--- src/etps_map.svh ---
// Constants for the energy threshold and display pulse scaler
// Notes on behaviour
// Threshold is full scale/4000 times (1+0.2*factor)
// Source keeps threshold factor within -4..+45
// Below threshold: power zero, no energy added
// Default: one pulse per 25 energy LSBs
// Hold 8-bit pulse divisor trim
// Divisor is 25 plus trim outside mode 7
// Trim affects only display pulse rates
// Mode 7 divisor is 250 plus trim
// Energy LSB worth scales with clock, full scale
// Meter constant 1250 pulses per kWh nominal
// Logic runs from the converter's clock output
// Source delivers all 44 calibration bytes
// Pulse counter subtracts divisor, keeps remainder
`ifndef ETPS_MAP_SVH
`define ETPS_MAP_SVH
`define ETPS_THR_DIV       32'd4000
`define ETPS_THR_STEP_NUM  32'd2
`define ETPS_THR_STEP_DEN  32'd10
`define ETPS_BASE_DIV      9'd25
`define ETPS_BASE_DIV_M7   9'd250
`define ETPS_MODE_DECADE   3'd7
`define ETPS_MC_DIV        8'd20
`define ETPS_TRIM_RST      8'h00
`endif

--- src/etps_pkg.sv ---
// Types for the energy threshold and display pulse scaler
package etps_pkg;
  typedef logic [8:0] div_t;
  typedef struct packed {
    logic [8:0] act_cnt;
    logic [8:0] rea_cnt;
    logic [7:0] mc_cnt;
    logic       act_pulse;
    logic       rea_pulse;
    logic       mc_pulse;
  } pulse_st_s;
endpackage

--- src/start_gate.sv ---
// Starting current gate for one phase result
`timescale 1ns/1ps
`include "etps_map.svh"
module start_gate #(
  parameter int CW = 16
) (
  // Clock and reset
  input  wire logic          mclk,
  input  wire logic          reset_n,
  // Threshold setting
  input  wire logic [CW-1:0] full_scale,
  input  wire logic signed [7:0] factor,
  // Cycle result in
  input  wire logic          cyc_valid,
  input  wire logic [CW-1:0] current,
  input  wire logic signed [23:0] power_in,
  input  wire logic [7:0]    energy_in,
  // Gated result out
  output logic               out_valid,
  output logic signed [23:0] power_out,
  output logic [7:0]         energy_out
);
  typedef struct packed {
    logic              v;
    logic signed [23:0] p;
    logic [7:0]        e;
  } st_s;
  st_s st_q;
  st_s st_d;
  logic [CW+31:0] lhs;
  logic [CW+31:0] rhs;
  logic signed [31:0] mult;
  always_comb begin
    // Compare 4000*10*I against Ifs*(10+2*factor), exact integers
    mult = 32'sd10 + 32'sd2 * 32'(signed'(factor));
    if (mult < 0) begin
      mult = 0;
    end
    lhs = (CW+32)'(current) * (CW+32)'(`ETPS_THR_DIV * `ETPS_THR_STEP_DEN);
    rhs = (CW+32)'(full_scale) * (CW+32)'(mult);
    st_d = st_q;
    st_d.v = cyc_valid;
    if (cyc_valid) begin
      if (lhs < rhs) begin
        st_d.p = '0;
        st_d.e = '0;
      end else begin
        st_d.p = power_in;
        st_d.e = energy_in;
      end
    end
  end
  always_ff @(posedge mclk or negedge reset_n) begin
    if (!reset_n) begin
      st_q <= '0;
    end else begin
      st_q <= st_d;
    end
  end
  assign out_valid  = st_q.v;
  assign power_out  = st_q.p;
  assign energy_out = st_q.e;
endmodule

--- src/pulse_div.sv ---
// Remainder-keeping divider of energy LSBs into pulses
`timescale 1ns/1ps
module pulse_div #(
  parameter int W = 9
) (
  // Clock and reset
  input  wire logic         mclk,
  input  wire logic         reset_n,
  // Energy in and divisor
  input  wire logic         add_en,
  input  wire logic [7:0]   add_lsb,
  input  wire logic [W-1:0] divisor,
  // Pulse out
  output logic              pulse
);
  typedef struct packed {
    logic [W+7:0] cnt;
    logic         p;
  } st_s;
  st_s st_q;
  st_s st_d;
  logic [W+7:0] sum;
  always_comb begin
    st_d = st_q;
    sum = st_q.cnt + (add_en ? (W+8)'(add_lsb) : '0);
    st_d.p = 1'b0;
    if (divisor != '0 && sum >= (W+8)'(divisor)) begin
      st_d.cnt = sum - (W+8)'(divisor);
      st_d.p = 1'b1;
    end else begin
      st_d.cnt = sum;
    end
  end
  always_ff @(posedge mclk or negedge reset_n) begin
    if (!reset_n) begin
      st_q <= '0;
    end else begin
      st_q <= st_d;
    end
  end
  assign pulse = st_q.p;
endmodule

--- src/energy_threshold_pulse_scaler.sv ---
// Starting threshold gate and display pulse scaler, top level
`timescale 1ns/1ps
`include "etps_map.svh"
module energy_threshold_pulse_scaler #(
  parameter int CW = 16
) (
  // Clock from converter companion, reset
  input  wire logic               mclk,
  input  wire logic               reset_n,
  // Calibration values
  input  wire logic               cal_load,
  input  wire logic signed [7:0]  start_threshold_factor,
  input  wire logic [7:0]         pulse_divisor_trim,
  input  wire logic [2:0]         op_mode,
  input  wire logic [CW-1:0]      full_scale_current,
  // Per cycle results
  input  wire logic               cyc_valid,
  input  wire logic [CW-1:0]      phase_current,
  input  wire logic signed [23:0] act_power_in,
  input  wire logic signed [23:0] rea_power_in,
  input  wire logic [7:0]         act_energy_lsb,
  input  wire logic [7:0]         rea_energy_lsb,
  // Outputs
  output logic                    res_valid,
  output logic signed [23:0]      act_power_out,
  output logic signed [23:0]      rea_power_out,
  output logic                    act_disp_pulse,
  output logic                    rea_disp_pulse,
  output logic                    meter_const_pulse
);
  typedef struct packed {
    logic signed [7:0] factor;
    logic [7:0]        trim;
    logic              decade;
    etps_pkg::div_t    div;
    logic              rv;
    logic [15:0]       mc_acc;
    logic              mc_p;
  } st_s;
  st_s st_q;
  st_s st_d;
  logic act_v;
  logic rea_v;
  logic signed [23:0] act_p;
  logic signed [23:0] rea_p;
  logic [7:0] act_e;
  logic [7:0] rea_e;
  logic act_pl;
  logic rea_pl;
  // Wide enough for a full 255 LSB add while one pulse a cycle drains it
  logic [15:0] mc_sum;

  start_gate #(.CW(CW)) u_gate_act (
    .mclk       (mclk),
    .reset_n    (reset_n),
    .full_scale (full_scale_current),
    .factor     (st_q.factor),
    .cyc_valid  (cyc_valid),
    .current    (phase_current),
    .power_in   (act_power_in),
    .energy_in  (act_energy_lsb),
    .out_valid  (act_v),
    .power_out  (act_p),
    .energy_out (act_e)
  );

  start_gate #(.CW(CW)) u_gate_rea (
    .mclk       (mclk),
    .reset_n    (reset_n),
    .full_scale (full_scale_current),
    .factor     (st_q.factor),
    .cyc_valid  (cyc_valid),
    .current    (phase_current),
    .power_in   (rea_power_in),
    .energy_in  (rea_energy_lsb),
    .out_valid  (rea_v),
    .power_out  (rea_p),
    .energy_out (rea_e)
  );

  pulse_div #(.W(9)) u_div_act (
    .mclk    (mclk),
    .reset_n (reset_n),
    .add_en  (act_v),
    .add_lsb (act_e),
    .divisor (st_q.div),
    .pulse   (act_pl)
  );

  pulse_div #(.W(9)) u_div_rea (
    .mclk    (mclk),
    .reset_n (reset_n),
    .add_en  (rea_v),
    .add_lsb (rea_e),
    .divisor (st_q.div),
    .pulse   (rea_pl)
  );

  always_comb begin
    st_d = st_q;
    if (cal_load) begin
      st_d.factor = start_threshold_factor;
      st_d.trim   = pulse_divisor_trim;
      st_d.decade = (op_mode == `ETPS_MODE_DECADE);
    end
    // Trim reaches only the display divisor, never the meter constant
    if (st_q.decade) begin
      st_d.div = `ETPS_BASE_DIV_M7 + 9'(st_q.trim);
    end else begin
      st_d.div = `ETPS_BASE_DIV + 9'(st_q.trim);
    end
    st_d.rv = act_v;
    // Meter constant: 1250/kWh at 0.4Wh LSB is one pulse per 2 LSBs;
    // 20 here counts tenths to allow finer LSB feed later
    mc_sum = st_q.mc_acc + (act_v ? 16'(act_e) * 16'd10 : 16'd0);
    st_d.mc_p = 1'b0;
    if (mc_sum >= 16'(`ETPS_MC_DIV)) begin
      st_d.mc_acc = mc_sum - 16'(`ETPS_MC_DIV);
      st_d.mc_p = 1'b1;
    end else begin
      st_d.mc_acc = mc_sum;
    end
  end

  always_ff @(posedge mclk or negedge reset_n) begin
    if (!reset_n) begin
      st_q <= '{factor: 8'h00, trim: `ETPS_TRIM_RST, decade: 1'b0,
                div: `ETPS_BASE_DIV, rv: 1'b0, mc_acc: 16'h0000,
                mc_p: 1'b0};
    end else begin
      st_q <= st_d;
    end
  end

  always_ff @(posedge mclk or negedge reset_n) begin
    if (!reset_n) begin
      act_power_out  <= '0;
      rea_power_out  <= '0;
      res_valid      <= 1'b0;
      act_disp_pulse <= 1'b0;
      rea_disp_pulse <= 1'b0;
      meter_const_pulse <= 1'b0;
    end else begin
      act_power_out  <= act_p;
      rea_power_out  <= rea_p;
      res_valid      <= st_q.rv;
      act_disp_pulse <= act_pl;
      rea_disp_pulse <= rea_pl;
      meter_const_pulse <= st_q.mc_p;
    end
  end
endmodule

--- config.mk ---
export PLATFORM = sky130hd
export DESIGN_NAME = energy_threshold_pulse_scaler
export DESIGN_NICKNAME = d
export VERILOG_FILES = /design/src/etps_pkg.sv /design/src/start_gate.sv /design/src/pulse_div.sv /design/src/energy_threshold_pulse_scaler.sv
export VERILOG_INCLUDE_DIRS = /design/src
export SDC_FILE = /design/constraint.sdc
export NUM_CORES = 1
export LEC_CHECK = 0
export CAP_MARGIN = 15
export CORE_MARGIN = 4
export CORE_UTILIZATION = 33
export DETAILED_ROUTE_END_ITERATION = 8
export DONT_BUFFER_PORTS = 1
export GPL_TIMING_DRIVEN = 0
export RECOVER_POWER = 50
export SLEW_MARGIN = 20
export SYNTH_ARGS = -nofsm -noshare
export SYNTH_HDL_FRONTEND = slang
export SYNTH_SLANG_ARGS = --single-unit
--- constraint.sdc ---
create_clock -name mclk -period 19.3 [get_ports mclk]
set_clock_uncertainty 0.1 [all_clocks]
set_input_delay 2.895 -clock mclk [delete_from_list [all_inputs] [get_ports mclk]]
set_output_delay 2.895 -clock mclk [all_outputs]
set_load 0.02 [all_outputs]
==> results of run 1 <==
state kept, by name, indices dropped and copies added (netlist names), 17 cells and up:
name,flops
act_power_out,24
rea_power_out,24
st_q,43
u_div_act.st_q,17
u_gate_act.power_out,24
u_div_rea.st_q,17
u_gate_rea.power_out,24
routing by layer:
| metal | part of all wire, % | routed length [µm] |
|---|---|---|
| met1 | 44 | 19000 |
| met3 | 5.3 | 2290 |
| met5 | 0.063 | 27 |
| met4 | 1.2 | 497 |
| met2 | 49 | 21100 |
layout make-up:
type / instances / area, µm²
inverter: 300 / 1130
multi-input combinational: 1422 / 12700
buffer: 41 / 262
clock buffer: 19 / 443
fill: 5639 / 36100
antenna: 3 / 7.51
timing repair buffer: 1 / 27.5
sequential: 196 / 4910
tap: 756 / 946
clock inverter: 13 / 138
logic make-up (layout without fill, tap and decap cells):
group | after synthesis | after routing | share of synthesized area (%)
XOR/XNOR | 108 | 108 | 4.97
flip-flops | 196 | 196 | 25.8
multiplexers | 100 | 100 | 5.44
adder cells (fa/ha/maj) | 385 | 385 | 30.3
AND/OR/NAND/NOR | 466 | 466 | 13.5
buffers and inverters | 341 | 374 | 7.29
other | 0 | 3 | 0
AO/OA/AOI/OAI | 363 | 363 | 12.8
worst max-delay path by stage:
stage                               start                              endpoint  slack (ns)
finish              full_scale_current[7]  u_gate_rea.energy_out[0]$_DFFE_PN0P_        9.29
global route        full_scale_current[7]  u_gate_rea.energy_out[4]$_DFFE_PN0P_        8.86
CTS                 full_scale_current[7]  u_gate_rea.energy_out[0]$_DFFE_PN0P_        9.20
detailed placement  full_scale_current[7]  u_gate_rea.energy_out[6]$_DFFE_PN0P_        8.73
global placement    full_scale_current[7]  u_gate_rea.power_out[21]$_DFFE_PN0P_        8.77
floorplan           full_scale_current[7]  u_gate_act.energy_out[0]$_DFFE_PN0P_        9.67
cells in the mapped netlist (all sizes together), types with 18 or more instances:
cell type	n	area, µm²
a211oi	18	163
a21o	34	255
a21oi	143	727
and2	108	676
clkbuf	24	91.3
dfrtp	193	4830
fa	125	2500
ha	260	3250
inv	300	1130
mux2	27	304
mux2i	73	731
nand2	105	394
nand2b	20	125
nand3	21	105
nand4	18	119
nor2	79	297
nor3	32	170
o21ai	55	275
xnor2	61	534
xor2	47	412
critical path: cells and delay by family:
| kind | cells | cell delay, ns |
|---|---|---|
| AO/OA/AOI/OAI | 11 | 2.67 |
| XOR/XNOR | 1 | 0.16 |
| adder cells (fa/ha/maj) | 8 | 3.50 |
| buffers and inverters | 5 | 0.45 |
| AND/OR/NAND/NOR | 4 | 0.51 |
power by group through the flow:
stage               Clock [µW]  Combinational (µW)  Sequential (µW)
global route               381                2630              659
CTS                        365                2310              645
floorplan                    0                1840              626
finish                     353                2280              644
global placement             0                2230              647
detailed placement           0                2290              652
metrics by stage:
step	utilization, %	cells	cell area [µm²]	hold WS [ns]	setup WS [ns]
global placement	35.2	2715	20000	0.232	8.77
floorplan	-	1959	19000	0.231	9.67
detailed placement	35.3	2716	20000	0.246	8.73
global route	36.3	2748	20600	0.262	8.86
CTS	36.3	2748	20600	0.262	9.20
finish	36.3	2751	20600	0.259	9.29
==> results.txt, run 1 <==
----------------------------------------------------
[Power]
  Clock Power Share ... 10.8%
  Power per cell area ... 159 mW/mm²
  Internal Dissipation ... 1730 µW
  Fraction of power consumed by sequential logic ... around 20%
  Fraction of power spent switching nets ... around 47%
  Total design power ... between 3000 and 4000 µW
  Portion of total power attributed to combinational logic ... between 60% and 70%
  Peak supply drop ... slightly below 0.00009 V
  Static power due to leakage ... 0.0101 µW
  Net Sw Power ... 1550 µW

[Cells and area]
  NumNets Final ... 2483
  Commonest non-fill, non-tap cells in the layout ... sky130_fd_sc_hd__inv_1, sky130_fd_sc_hd__ha_1, sky130_fd_sc_hd__dfrtp_1
  Share of layout cells above drive strength 1 ... around 6%
  Leading cell type in the layout, fill and taps excluded ... sky130_fd_sc_hd__inv_1
  Post-synthesis to final-layout area growth ... 8.27%

[Worst setup path]
  Largest stage delay on the critical path ... 0.87 ns
  Critical path fanouts, max ... 10
  Depth of the worst register-to-register path ... 31
  Startpoint of the lowest-slack register-to-register path ... st_q[36]$_DFFE_PN0P_
  R2r endpoint ... u_gate_rea.energy_out[0]$_DFFE_PN0P_
  Class of the most critical setup path ... in -> reg
  Data arrival time at the worst-slack endpoint ... just over 10 ns
  Slowest stage cell on the critical path ... sky130_fd_sc_hd__a211oi_4
  WP data required ... a little under 20 ns
  Sort of element at the end of the critical path ... flop
  R2R setup slack ... 9.80 ns
  Most used cell along the critical path ... sky130_fd_sc_hd__fa_1
  Critical Path Source Type ... input pin

[STA]
  Total of endpoints with negative setup slack in the final report ... 0
  Hold violation total from the final report ... 0
  Slew of the pin with the lowest slew margin ... 1.00 ns
  Period utilisation layout ... 51.9%
  Peak Freq ... around 0.1 GHz
  Unrepaired setup endpoints after global routing ... false
  Sum Neg Setup Slack ... 0 ns
  Max-slew headroom at the worst pin ... 32.8%
  Period minus WS final ... 10.01 ns
  Final Max Tran Viols ... 0

[Clocking]
  Post-CTS Hold Fix Bufs ... 0
  Source-to-sink clock delay at the later pin of the worst-skew pair ... 0.45 ns
  Post-cts repair resize count ... 0
  Longest Clk Path Bufs ... 2
  H-tree depth reported by CTS ... 4
  Clock tree from TritonCTS ... done
  Root cell of the clock tree ... sky130_fd_sc_hd__clkbuf_16
  # Post-CTS Setup Buffers ... 0
  CTS clk-pin slew, worst paths ... approximately 0.070 ns
  Clock sink count ... 196
  Number of CTS-inserted buffers ... 17

[Yosys]
  Warnings from Yosys ... 0
  Net count after synthesis ... between 2000 and 2500
  Share of the yosys chip area belonging to registers ... 25.8%
  Distinct cells, synth ... 88
  Mean cell area of the mapped netlist ... between 9 and 10 µm²
  Register bit count reported by yosys ... approximately 200
  Number of flops mapped to enable cells by yosys ... 0
  Number of instances in the synthesized netlist ... 1959
  Async set-reset flop share out of synthesis ... 100%
  Ys flop type ... sky130_fd_sc_hd__dfrtp_1
  Combined area of all synthesized cells ... 0.0190 mm²

[Floorplanning]
  Die height ... between 200 and 250 µm
  Io pins ... 171
  Die Outline Area ... 0.0616 mm²
  Effective utilization at floorplan ... 33.5%
  Area inside the core boundary ... 0.0567 mm²
  Std cell rows ... 87
  Floorplan die width ... 248 µm

[Hold path]
  Depth of the worst hold-timing path ... 0
  Critical hold path startpoint ... u_div_rea.pulse$_DFF_PN0_
  Endpoint of the worst hold path ... rea_disp_pulse$_DFF_PN0_
  Worst min-delay path class ... reg -> reg

[Routing]
  Detailed-router iteration count before antenna repair ... 5
  Sum of routed wire length over all layers ... between 40000 and 50000 µm
  Initial DRC count ... 557
  Via count ... about 14000
  Average vias per placed instance ... 4.96
  Wire per inst ... 15.6 µm
  Number of DRC violations after detailed routing ... 0
  DRT antenna net count ... 0

[Flow run]
  Number of maximum-capacitance constraint violations ... 0

[Global routing]
  Number of antenna violations at the first check in global routing ... 9
  M2 GR Usage ... about 25%
  Pin count of the biggest net entering global routing ... 197
  Most Used Layer, Global Route ... met2
  Overall overflow remaining after global route ... 0
  Met1 capacity usage during global routing ... 18.0%
  Global router's overall resource usage ... between 10% and 20%
  Met3 layer usage reported by global route ... 2.74%
  Global-route wire length before repair ... between 70000 and 80000 µm
  Vias in the first global route ... 14000

[Placement]
  Port Buffer Count ... 0
  Gp weighted congestion ... between 0.8 and 0.9
  HPWL after detailed placement ... 35500 µm

[Status]
  Status ... complete, no violations

----------------------------------------------------
(Power assumes the default switching activity.)
==> run 2, diff against run 1 <==
ABC_AREA = 1   (was unset)
clock period = 9.2 ns   (was 19.3 ns; I/O delays follow)
==> results.txt, run 2 <==
----------------------------------------------------
[Power]
  Static power due to leakage ... 0.0123 µW (+22%)
  Peak supply drop ... 0.000183 V (+110%)
  Total design power ... 6910 µW (+110%)
  Power per cell area ... 323 mW/mm² (+100%)

[Yosys]
  Share of the synthesized area in the top cell type ... 24.4% (-1.0 points)
  Number of flops mapped to enable cells by yosys ... 0 (unchanged)
  Number of instances in the synthesized netlist ... 2645 (+35%)
  Share of the yosys chip area belonging to registers ... 24.8% (-1.0 points)
  Mean cell area of the mapped netlist ... 7.49 µm² (-23%)
  Async set-reset flop share out of synthesis ... 100% (unchanged)
  Net count after synthesis ... 3149 (+28%)
  Combined area of all synthesized cells ... 0.0198 mm² (+4.1%)
  Cell type contributing the most total cell area after synthesis ... sky130_fd_sc_hd__dfrtp_1
  Most numerous cell types in the synthesized netlist ... sky130_fd_sc_hd__nand2_1, sky130_fd_sc_hd__inv_1, sky130_fd_sc_hd__ha_1, sky130_fd_sc_hd__dfrtp_1, sky130_fd_sc_hd__nor2_1
  Ys flop type ... sky130_fd_sc_hd__dfrtp_1
  Warnings from Yosys ... 0 (unchanged)
  Dominant cell by count in the synthesized netlist ... sky130_fd_sc_hd__nand2_1
  Register bit count reported by yosys ... 196 (unchanged)
  Biggest area contributors in the synthesized netlist ... sky130_fd_sc_hd__dfrtp_1, sky130_fd_sc_hd__ha_1, sky130_fd_sc_hd__nand2_1
  Distinct cells, synth ... 51 (-42%)

[Floorplanning]
  Std cell rows ... 89 (+2.3%)
  Floorplan die width ... 253 µm (+2.0%)
  Area inside the core boundary ... 0.0592 mm² (+4.5%)
  Die Outline Area ... 0.0640 mm² (+4.0%)
  Io pins ... 171 (unchanged)
  Effective utilization at floorplan ... 33.4% (-0.12 points)
  Die height ... 253 µm (+2.0%)

[STA]
  Peak Freq ... 0.119 GHz
  Final Max Tran Viols ... 0 (unchanged)
  Slew of the pin with the lowest slew margin ... 0.836 ns (-0.168 ns)
  Max-slew headroom at the worst pin ... 44.3% (+11 points)
  Period utilisation layout ... 91.6%
  Hold violation total from the final report ... 0 (unchanged)
  Period minus WS final ... 8.43 ns
  Sum Neg Setup Slack ... 0 ns (unchanged)
  Unrepaired setup endpoints after global routing ... false
  Tightest hold margin ... 0.249 ns (-0.00957 ns)
  Total of endpoints with negative setup slack in the final report ... 0 (unchanged)

[Worst setup path]
  WP data required ... 9.49 ns (-10.03 ns)
  Slowest stage cell on the critical path ... sky130_fd_sc_hd__fa_1
  Sort of element at the end of the critical path ... flop
  Family of cells with the greatest summed delay on the critical path ... adder cells
  Critical path fanouts, max ... 10 (unchanged)
  Class of the most critical setup path ... reg -> reg
  Critical Path Source Type ... flop
  Largest stage delay on the critical path ... 0.54 ns (-0.33 ns)
  Most used cell along the critical path ... sky130_fd_sc_hd__nand2_1
  Buffer and inverter count on the worst path ... 10 (+5)
  Data arrival time at the worst-slack endpoint ... 8.71 ns (-1.52 ns)

[Cells and area]
  Number of flip-flops in the largest register ... 43 (unchanged)
  Number of fillers in the final layout ... 6325 (+12%)
  Register with the most flip-flops ... st_q
  Non-Filler Cell Area, Final ... 0.0214 mm² (+3.9%)
  Post-synthesis to final-layout area growth ... 8.06%
  NumNets Final ... 3168 (+28%)
  Share of layout cells above drive strength 1 ... 3.89% (-2.1 points)
  End-of-flow core utilization ... 36.1% (-0.20 points)
  Leading cell type in the layout, fill and taps excluded ... sky130_fd_sc_hd__nand2_1
  Commonest non-fill, non-tap cells in the layout ... sky130_fd_sc_hd__nand2_1, sky130_fd_sc_hd__inv_1, sky130_fd_sc_hd__ha_1

[Routing]
  Sum of routed wire length over all layers ... 45400 µm (+5.9%)
  Via count ... 15700 (+15%)
  DRT antenna net count ... 0 (unchanged)
  Detailed-router iteration count before antenna repair ... 5 (unchanged)
  Number of DRC violations after detailed routing ... 0 (unchanged)
  Average vias per placed instance ... 4.56 (-8.1%)
  Initial DRC count ... 957 (+72%)
  Wire per inst ... 13.2 µm (-16%)

[Clocking]
  Post-CTS Hold Fix Bufs ... 0 (unchanged)
  Longest Clk Path Bufs ... 2 (unchanged)
  Number of CTS-inserted buffers ... 17 (unchanged)
  H-tree depth reported by CTS ... 4 (unchanged)
  # Post-CTS Setup Buffers ... 0 (unchanged)
  Source-to-sink clock delay at the later pin of the worst-skew pair ... 0.45 ns (about the same)
  CTS clk-pin slew, worst paths ... 0.07 ns (about the same)
  Clock sink count ... 196 (unchanged)
  Clock tree from TritonCTS ... done
  Post-cts repair resize count ... 0 (unchanged)
  Root cell of the clock tree ... sky130_fd_sc_hd__clkbuf_16

[Global routing]
  Global router's overall resource usage ... 14.4% (+0.33 points)
  Number of antenna violations at the first check in global routing ... 7 (-2)
  Vias in the first global route ... 15600 (+12%)
  Pin count of the biggest net entering global routing ... 197 (unchanged)
  Overall overflow remaining after global route ... 0 (unchanged)
  Global-route wire length before repair ... 76100 µm (+7.8%)

[Flow run]
  Number of maximum-capacitance constraint violations ... 0 (unchanged)

[Placement]
  Gp weighted congestion ... 0.872 (+3.9%)
  Placed cell areas ... 0.0208 mm² (+3.8%)
  Port Buffer Count ... 0 (unchanged)
  HPWL after detailed placement ... 37900 µm (+6.6%)

[Status]
  Status ... complete, no violations

[Hold path]
  Worst min-delay path class ... reg -> reg

----------------------------------------------------
==> run 2: area by class of cell <==
cell class	instances	area (µm²)	area share, %
flip-flops and latches	196	4910	22.9
multi-input cells	1873	12700	59.4
clock inverters	12	168	0.783
inverters	536	2020	9.42
well taps	773	967	4.52
clock buffers	18	439	2.05
plain buffers	40	189	0.883
diodes	3	7.51	0.0351
==> run 2: routing by layer <==
layer | up-vias | global-route usage [%] | wire length [µm]
met5 | - | 0 | 49
met4 | 8 | 3.88 | 767
met3 | 44 | 2.98 | 2190
met2 | 205 | 24.9 | 22200
met1 | 7304 | 18.4 | 20200
li1 | 8179 | - | -
==> run 2: logic make-up after synthesis <==
family                   synth area share (%)
flip-flops                               24.8
adder cells (fa/ha/maj)                  29.1
AND/OR/NAND/NOR                          25.0
AO/OA/AOI/OAI                            5.45
multiplexers                            0.398
buffers and inverters                    11.1
XOR/XNOR                                 4.19
==> run 2: worst register-to-register path: cells and delay by family (launching register included) <==
kind / cells / cell delay [ns]
AO/OA/AOI/OAI: 3 / 0.42
XOR/XNOR: 1 / 0.16
adder cells (fa/ha/maj): 9 / 3.74
buffers and inverters: 10 / 1.60
flip-flops: 1 / 0.40
AND/OR/NAND/NOR: 20 / 1.93
==> run 2: metrics by stage <==
step / setup WS [ns] / instances
5_1_grt: 0.0237 / 3451
3_3_place_gp: 0.298 / 3418
2_1_floorplan: 1.91 / 2645
4_1_cts: 0.217 / 3448
3_5_place_dp: 0.267 / 3418
6_report: 0.773 / 3451
==> run 2: final timing paths <==
check	cells after the start	slack, ns	end	start
min	0	0.25	res_valid$_DFF_PN0_	st_q[17]$_DFF_PN0_
max	43	0.77	u_gate_rea.energy_out[0]$_DFFE_PN0P_	st_q[37]$_DFFE_PN0P_
min reg2reg	0	0.25	res_valid$_DFF_PN0_	st_q[17]$_DFF_PN0_
min in group asynchronous	0	0.53	st_q[14]$_DFF_PN0_	reset_n
max reg2reg	43	0.77	u_gate_rea.energy_out[0]$_DFFE_PN0P_	st_q[37]$_DFFE_PN0P_
max in group asynchronous	0	7.96	st_q[41]$_DFFE_PN0P_	reset_n
==> run 2: where the power goes <==
| part | switching [µW] | internal [µW] | leakage, µW |
|---|---|---|---|
| clock | 350 | 439 | 0.000294 |
| sequential | 222 | 1130 | 0.00235 |
| combinational | 2910 | 1860 | 0.00968 |
==> run 3, diff against run 2 <==
REMOVE_ABC_BUFFERS = 1   (was unset)
==> results.txt, run 3 (synthesized netlist as in run 2, its figures left out) <==
----------------------------------------------------
[Status]
  Status ... complete, no violations

[Cells and area]
  Post-synthesis to final-layout area growth ... 7.53%
  Leading cell type in the layout, fill and taps excluded ... sky130_fd_sc_hd__nand2_1
  NumNets Final ... 3135 (-1.0%)
  Total area of multi-input combinational cells ... 0.0127 mm² (about the same)
  Register Area ... 0.00491 mm² (unchanged)
  End-of-flow core utilization ... 35.9% (-0.18 points)
  Number of fillers in the final layout ... 6356 (+0.49%)
  Register with the most flip-flops ... st_q
  Number of flip-flops in the largest register ... 43 (unchanged)
  Share of layout cells above drive strength 1 ... 3.90% (+0.0078 points)
  Commonest non-fill, non-tap cells in the layout ... sky130_fd_sc_hd__nand2_1, sky130_fd_sc_hd__inv_1, sky130_fd_sc_hd__ha_1
  Non-Filler Instances ... 3418 (-0.96%)

[Floorplanning]
  Io pins ... 171 (unchanged)
  Effective utilization at floorplan ... 33.4% (unchanged)
  Area inside the core boundary ... 0.0592 mm² (unchanged)
  Die height ... 253 µm (unchanged)
  Die Outline Area ... 0.0640 mm² (unchanged)
  Floorplan die width ... 253 µm (unchanged)
  Std cell rows ... 89 (unchanged)

[Worst setup path]
  Depth of the worst register-to-register path ... 36 (-16%)
  Most used cell along the critical path ... sky130_fd_sc_hd__nand2_1
  Class of the most critical setup path ... reg -> reg
  R2r endpoint ... u_gate_act.energy_out[0]$_DFFE_PN0P_
  WP data required ... 9.43 ns (-0.06 ns)
  Sort of element at the end of the critical path ... flop
  Startpoint of the lowest-slack register-to-register path ... st_q[36]$_DFFE_PN0P_
  Largest stage delay on the critical path ... 0.54 ns (about the same)
  Critical path fanouts, max ... 18 (+8)
  Data arrival time at the worst-slack endpoint ... 8.74 ns (+0.03 ns)
  Slowest stage cell on the critical path ... sky130_fd_sc_hd__fa_1
  Critical Path Source Type ... flop
  R2R setup slack ... 0.69 ns (-0.08 ns)

[Routing]
  Number of DRC violations after detailed routing ... 0 (unchanged)
  Via count ... 15500 (-1.2%)
  Initial DRC count ... 760 (-21%)
  Sum of routed wire length over all layers ... 45700 µm (+0.58%)
  Average vias per placed instance ... 4.55 (-0.27%)
  Detailed-router iteration count before antenna repair ... 5 (unchanged)
  DRT antenna net count ... 0 (unchanged)
  Wire per inst ... 13.4 µm (+1.5%)

[Hold path]
  Worst min-delay path class ... reg -> reg
  Critical hold path startpoint ... u_div_act.pulse$_DFF_PN0_
  Depth of the worst hold-timing path ... 0 (unchanged)
  Endpoint of the worst hold path ... act_disp_pulse$_DFF_PN0_

[Clocking]
  Clock sink count ... 196 (unchanged)
  Clock tree from TritonCTS ... done
  CTS clk-pin slew, worst paths ... 0.08 ns (about the same)
  Longest Clk Path Bufs ... 2 (unchanged)
  Number of CTS-inserted buffers ... 17 (unchanged)
  Source-to-sink clock delay at the later pin of the worst-skew pair ... 0.45 ns (about the same)
  Root cell of the clock tree ... sky130_fd_sc_hd__clkbuf_16
  H-tree depth reported by CTS ... 4 (unchanged)
  Post-CTS Hold Fix Bufs ... 0 (unchanged)

[Power]
  Static power due to leakage ... 0.0123 µW (-0.22%)
  Power per cell area ... 325 mW/mm² (+0.56%)
  Peak supply drop ... 0.000168 V (-8.2%)

[STA]
  Hold violation total from the final report ... 0 (unchanged)
  Slew of the pin with the lowest slew margin ... 0.922 ns (+0.0859 ns)
  Period minus WS final ... 8.51 ns (+0.0805 ns)
  Final Max Tran Viols ... 0 (unchanged)
  Total of endpoints with negative setup slack in the final report ... 0 (unchanged)
  Peak Freq ... 0.118 GHz (-0.95%)
  Period utilisation layout ... 92.5% (+0.88 points)
  Max-slew headroom at the worst pin ... 38.5% (-5.7 points)

[Placement]
  Gp weighted congestion ... 0.853 (-2.1%)
  Port Buffer Count ... 0 (unchanged)
  HPWL after detailed placement ... 37100 µm (-1.9%)
  Total instance count after detailed placement ... 3382 (-1.1%)

[Global routing]
  Global router's overall resource usage ... 14.6% (+0.16 points)
  Vias in the first global route ... 15600 (+0.39%)
  Overall overflow remaining after global route ... 0 (unchanged)
  Pin count of the biggest net entering global routing ... 197 (unchanged)
  Number of antenna violations at the first check in global routing ... 5 (-2)
  Global-route wire length before repair ... 77000 µm (+1.3%)

[Flow run]
  Number of maximum-capacitance constraint violations ... 0 (unchanged)

----------------------------------------------------
-- run 3: cell types whose count changed in the layout (fill, tap and decap cells not counted), moves of 2 or more --
cell | previous run | this run
sky130_fd_sc_hd__buf_2 | 7 | 0
sky130_fd_sc_hd__buf_8 | 0 | 2
sky130_fd_sc_hd__inv_8 | 2 | 5
sky130_fd_sc_hd__clkbuf_1 | 28 | 0
sky130_fd_sc_hd__inv_6 | 4 | 2
sky130_fd_sc_hd__clkinv_4 | 0 | 2
sky130_fd_sc_hd__diode_2 | 3 | 1
-- run 3: routing by layer --
| metal | GRT usage, % | vias to the layer above | wire length, µm |
|---|---|---|---|
| met3 | 2.82 | 40 | 2020 |
| met4 | 2.62 | 6 | 514 |
| li1 | - | 8102 | - |
| met5 | 0 | - | 37 |
| met2 | 25.8 | 191 | 22500 |
| met1 | 18.7 | 7209 | 20700 |
-- run 3: area by class of cell --
class / count / area share [%]
multi-input combinational: 1873 / 59.7
sequential: 196 / 23.0
inverter: 536 / 9.48
tap: 773 / 4.54
clock buffer: 17 / 2.00
clock inverter: 15 / 0.870
timing repair buffer: 7 / 0.353
antenna: 1 / 0.0118
-- run 3: what timing repair did --
| action | in CTS | in global routing |
|---|---|---|
| buffers inserted | 0 | 3 |
| endpoints found under the setup margin | 0 | 52 |
| gates resized for setup | 0 | 5 |
-- run 3: how the worst max path moves through the flow --
stage	start	end	cells after the start
after floorplan	st_q[36]$_DFFE_PN0P_	u_gate_act.energy_out[0]$_DFFE_PN0P_	36
after global placement	st_q[36]$_DFFE_PN0P_	u_gate_rea.power_out[17]$_DFFE_PN0P_	36
after detailed placement	st_q[36]$_DFFE_PN0P_	u_gate_act.energy_out[0]$_DFFE_PN0P_	40
after CTS	st_q[36]$_DFFE_PN0P_	u_gate_act.energy_out[0]$_DFFE_PN0P_	40
after global routing	st_q[36]$_DFFE_PN0P_	u_gate_act.energy_out[0]$_DFFE_PN0P_	40
final	st_q[36]$_DFFE_PN0P_	u_gate_act.energy_out[0]$_DFFE_PN0P_	36
-- run 3: report_power, final --
group / total (µW) / leakage [µW] / internal [µW] / switching, µW
Combinational: 4770 / 0.00964 / 1870 / 2900
Clock: 791 / 0.000300 / 414 / 377
Sequential: 1350 / 0.00235 / 1130 / 226
-- run 3: stage by stage --
stage | setup slack, ns | power, µW | hold slack, ns | cell area, µm² | setup TNS (ns)
3_5_place_dp | 0.0802 | 6180 | 0.239 | 20600 | 0
3_3_place_gp | -1.88 | 6110 | 0.232 | 20600 | -95.51
6_report | 0.693 | 6920 | 0.239 | 21300 | 0
2_1_floorplan | 0.993 | 5140 | 0.231 | 19600 | 0
5_1_grt | -0.00236 | 7860 | 0.244 | 21300 | -0.00332
4_1_cts | 0.0302 | 7020 | 0.243 | 21200 | 0
-- run 3: worst max-delay path: cells and delay by family (launching register included) --
family / cells / cell delay (ns)
AND/OR/NAND/NOR: 11 / 1.53
buffers and inverters: 9 / 1.30
AO/OA/AOI/OAI: 6 / 1.19
flip-flops: 1 / 0.41
XOR/XNOR: 1 / 0.18
adder cells (fa/ha/maj): 9 / 3.65
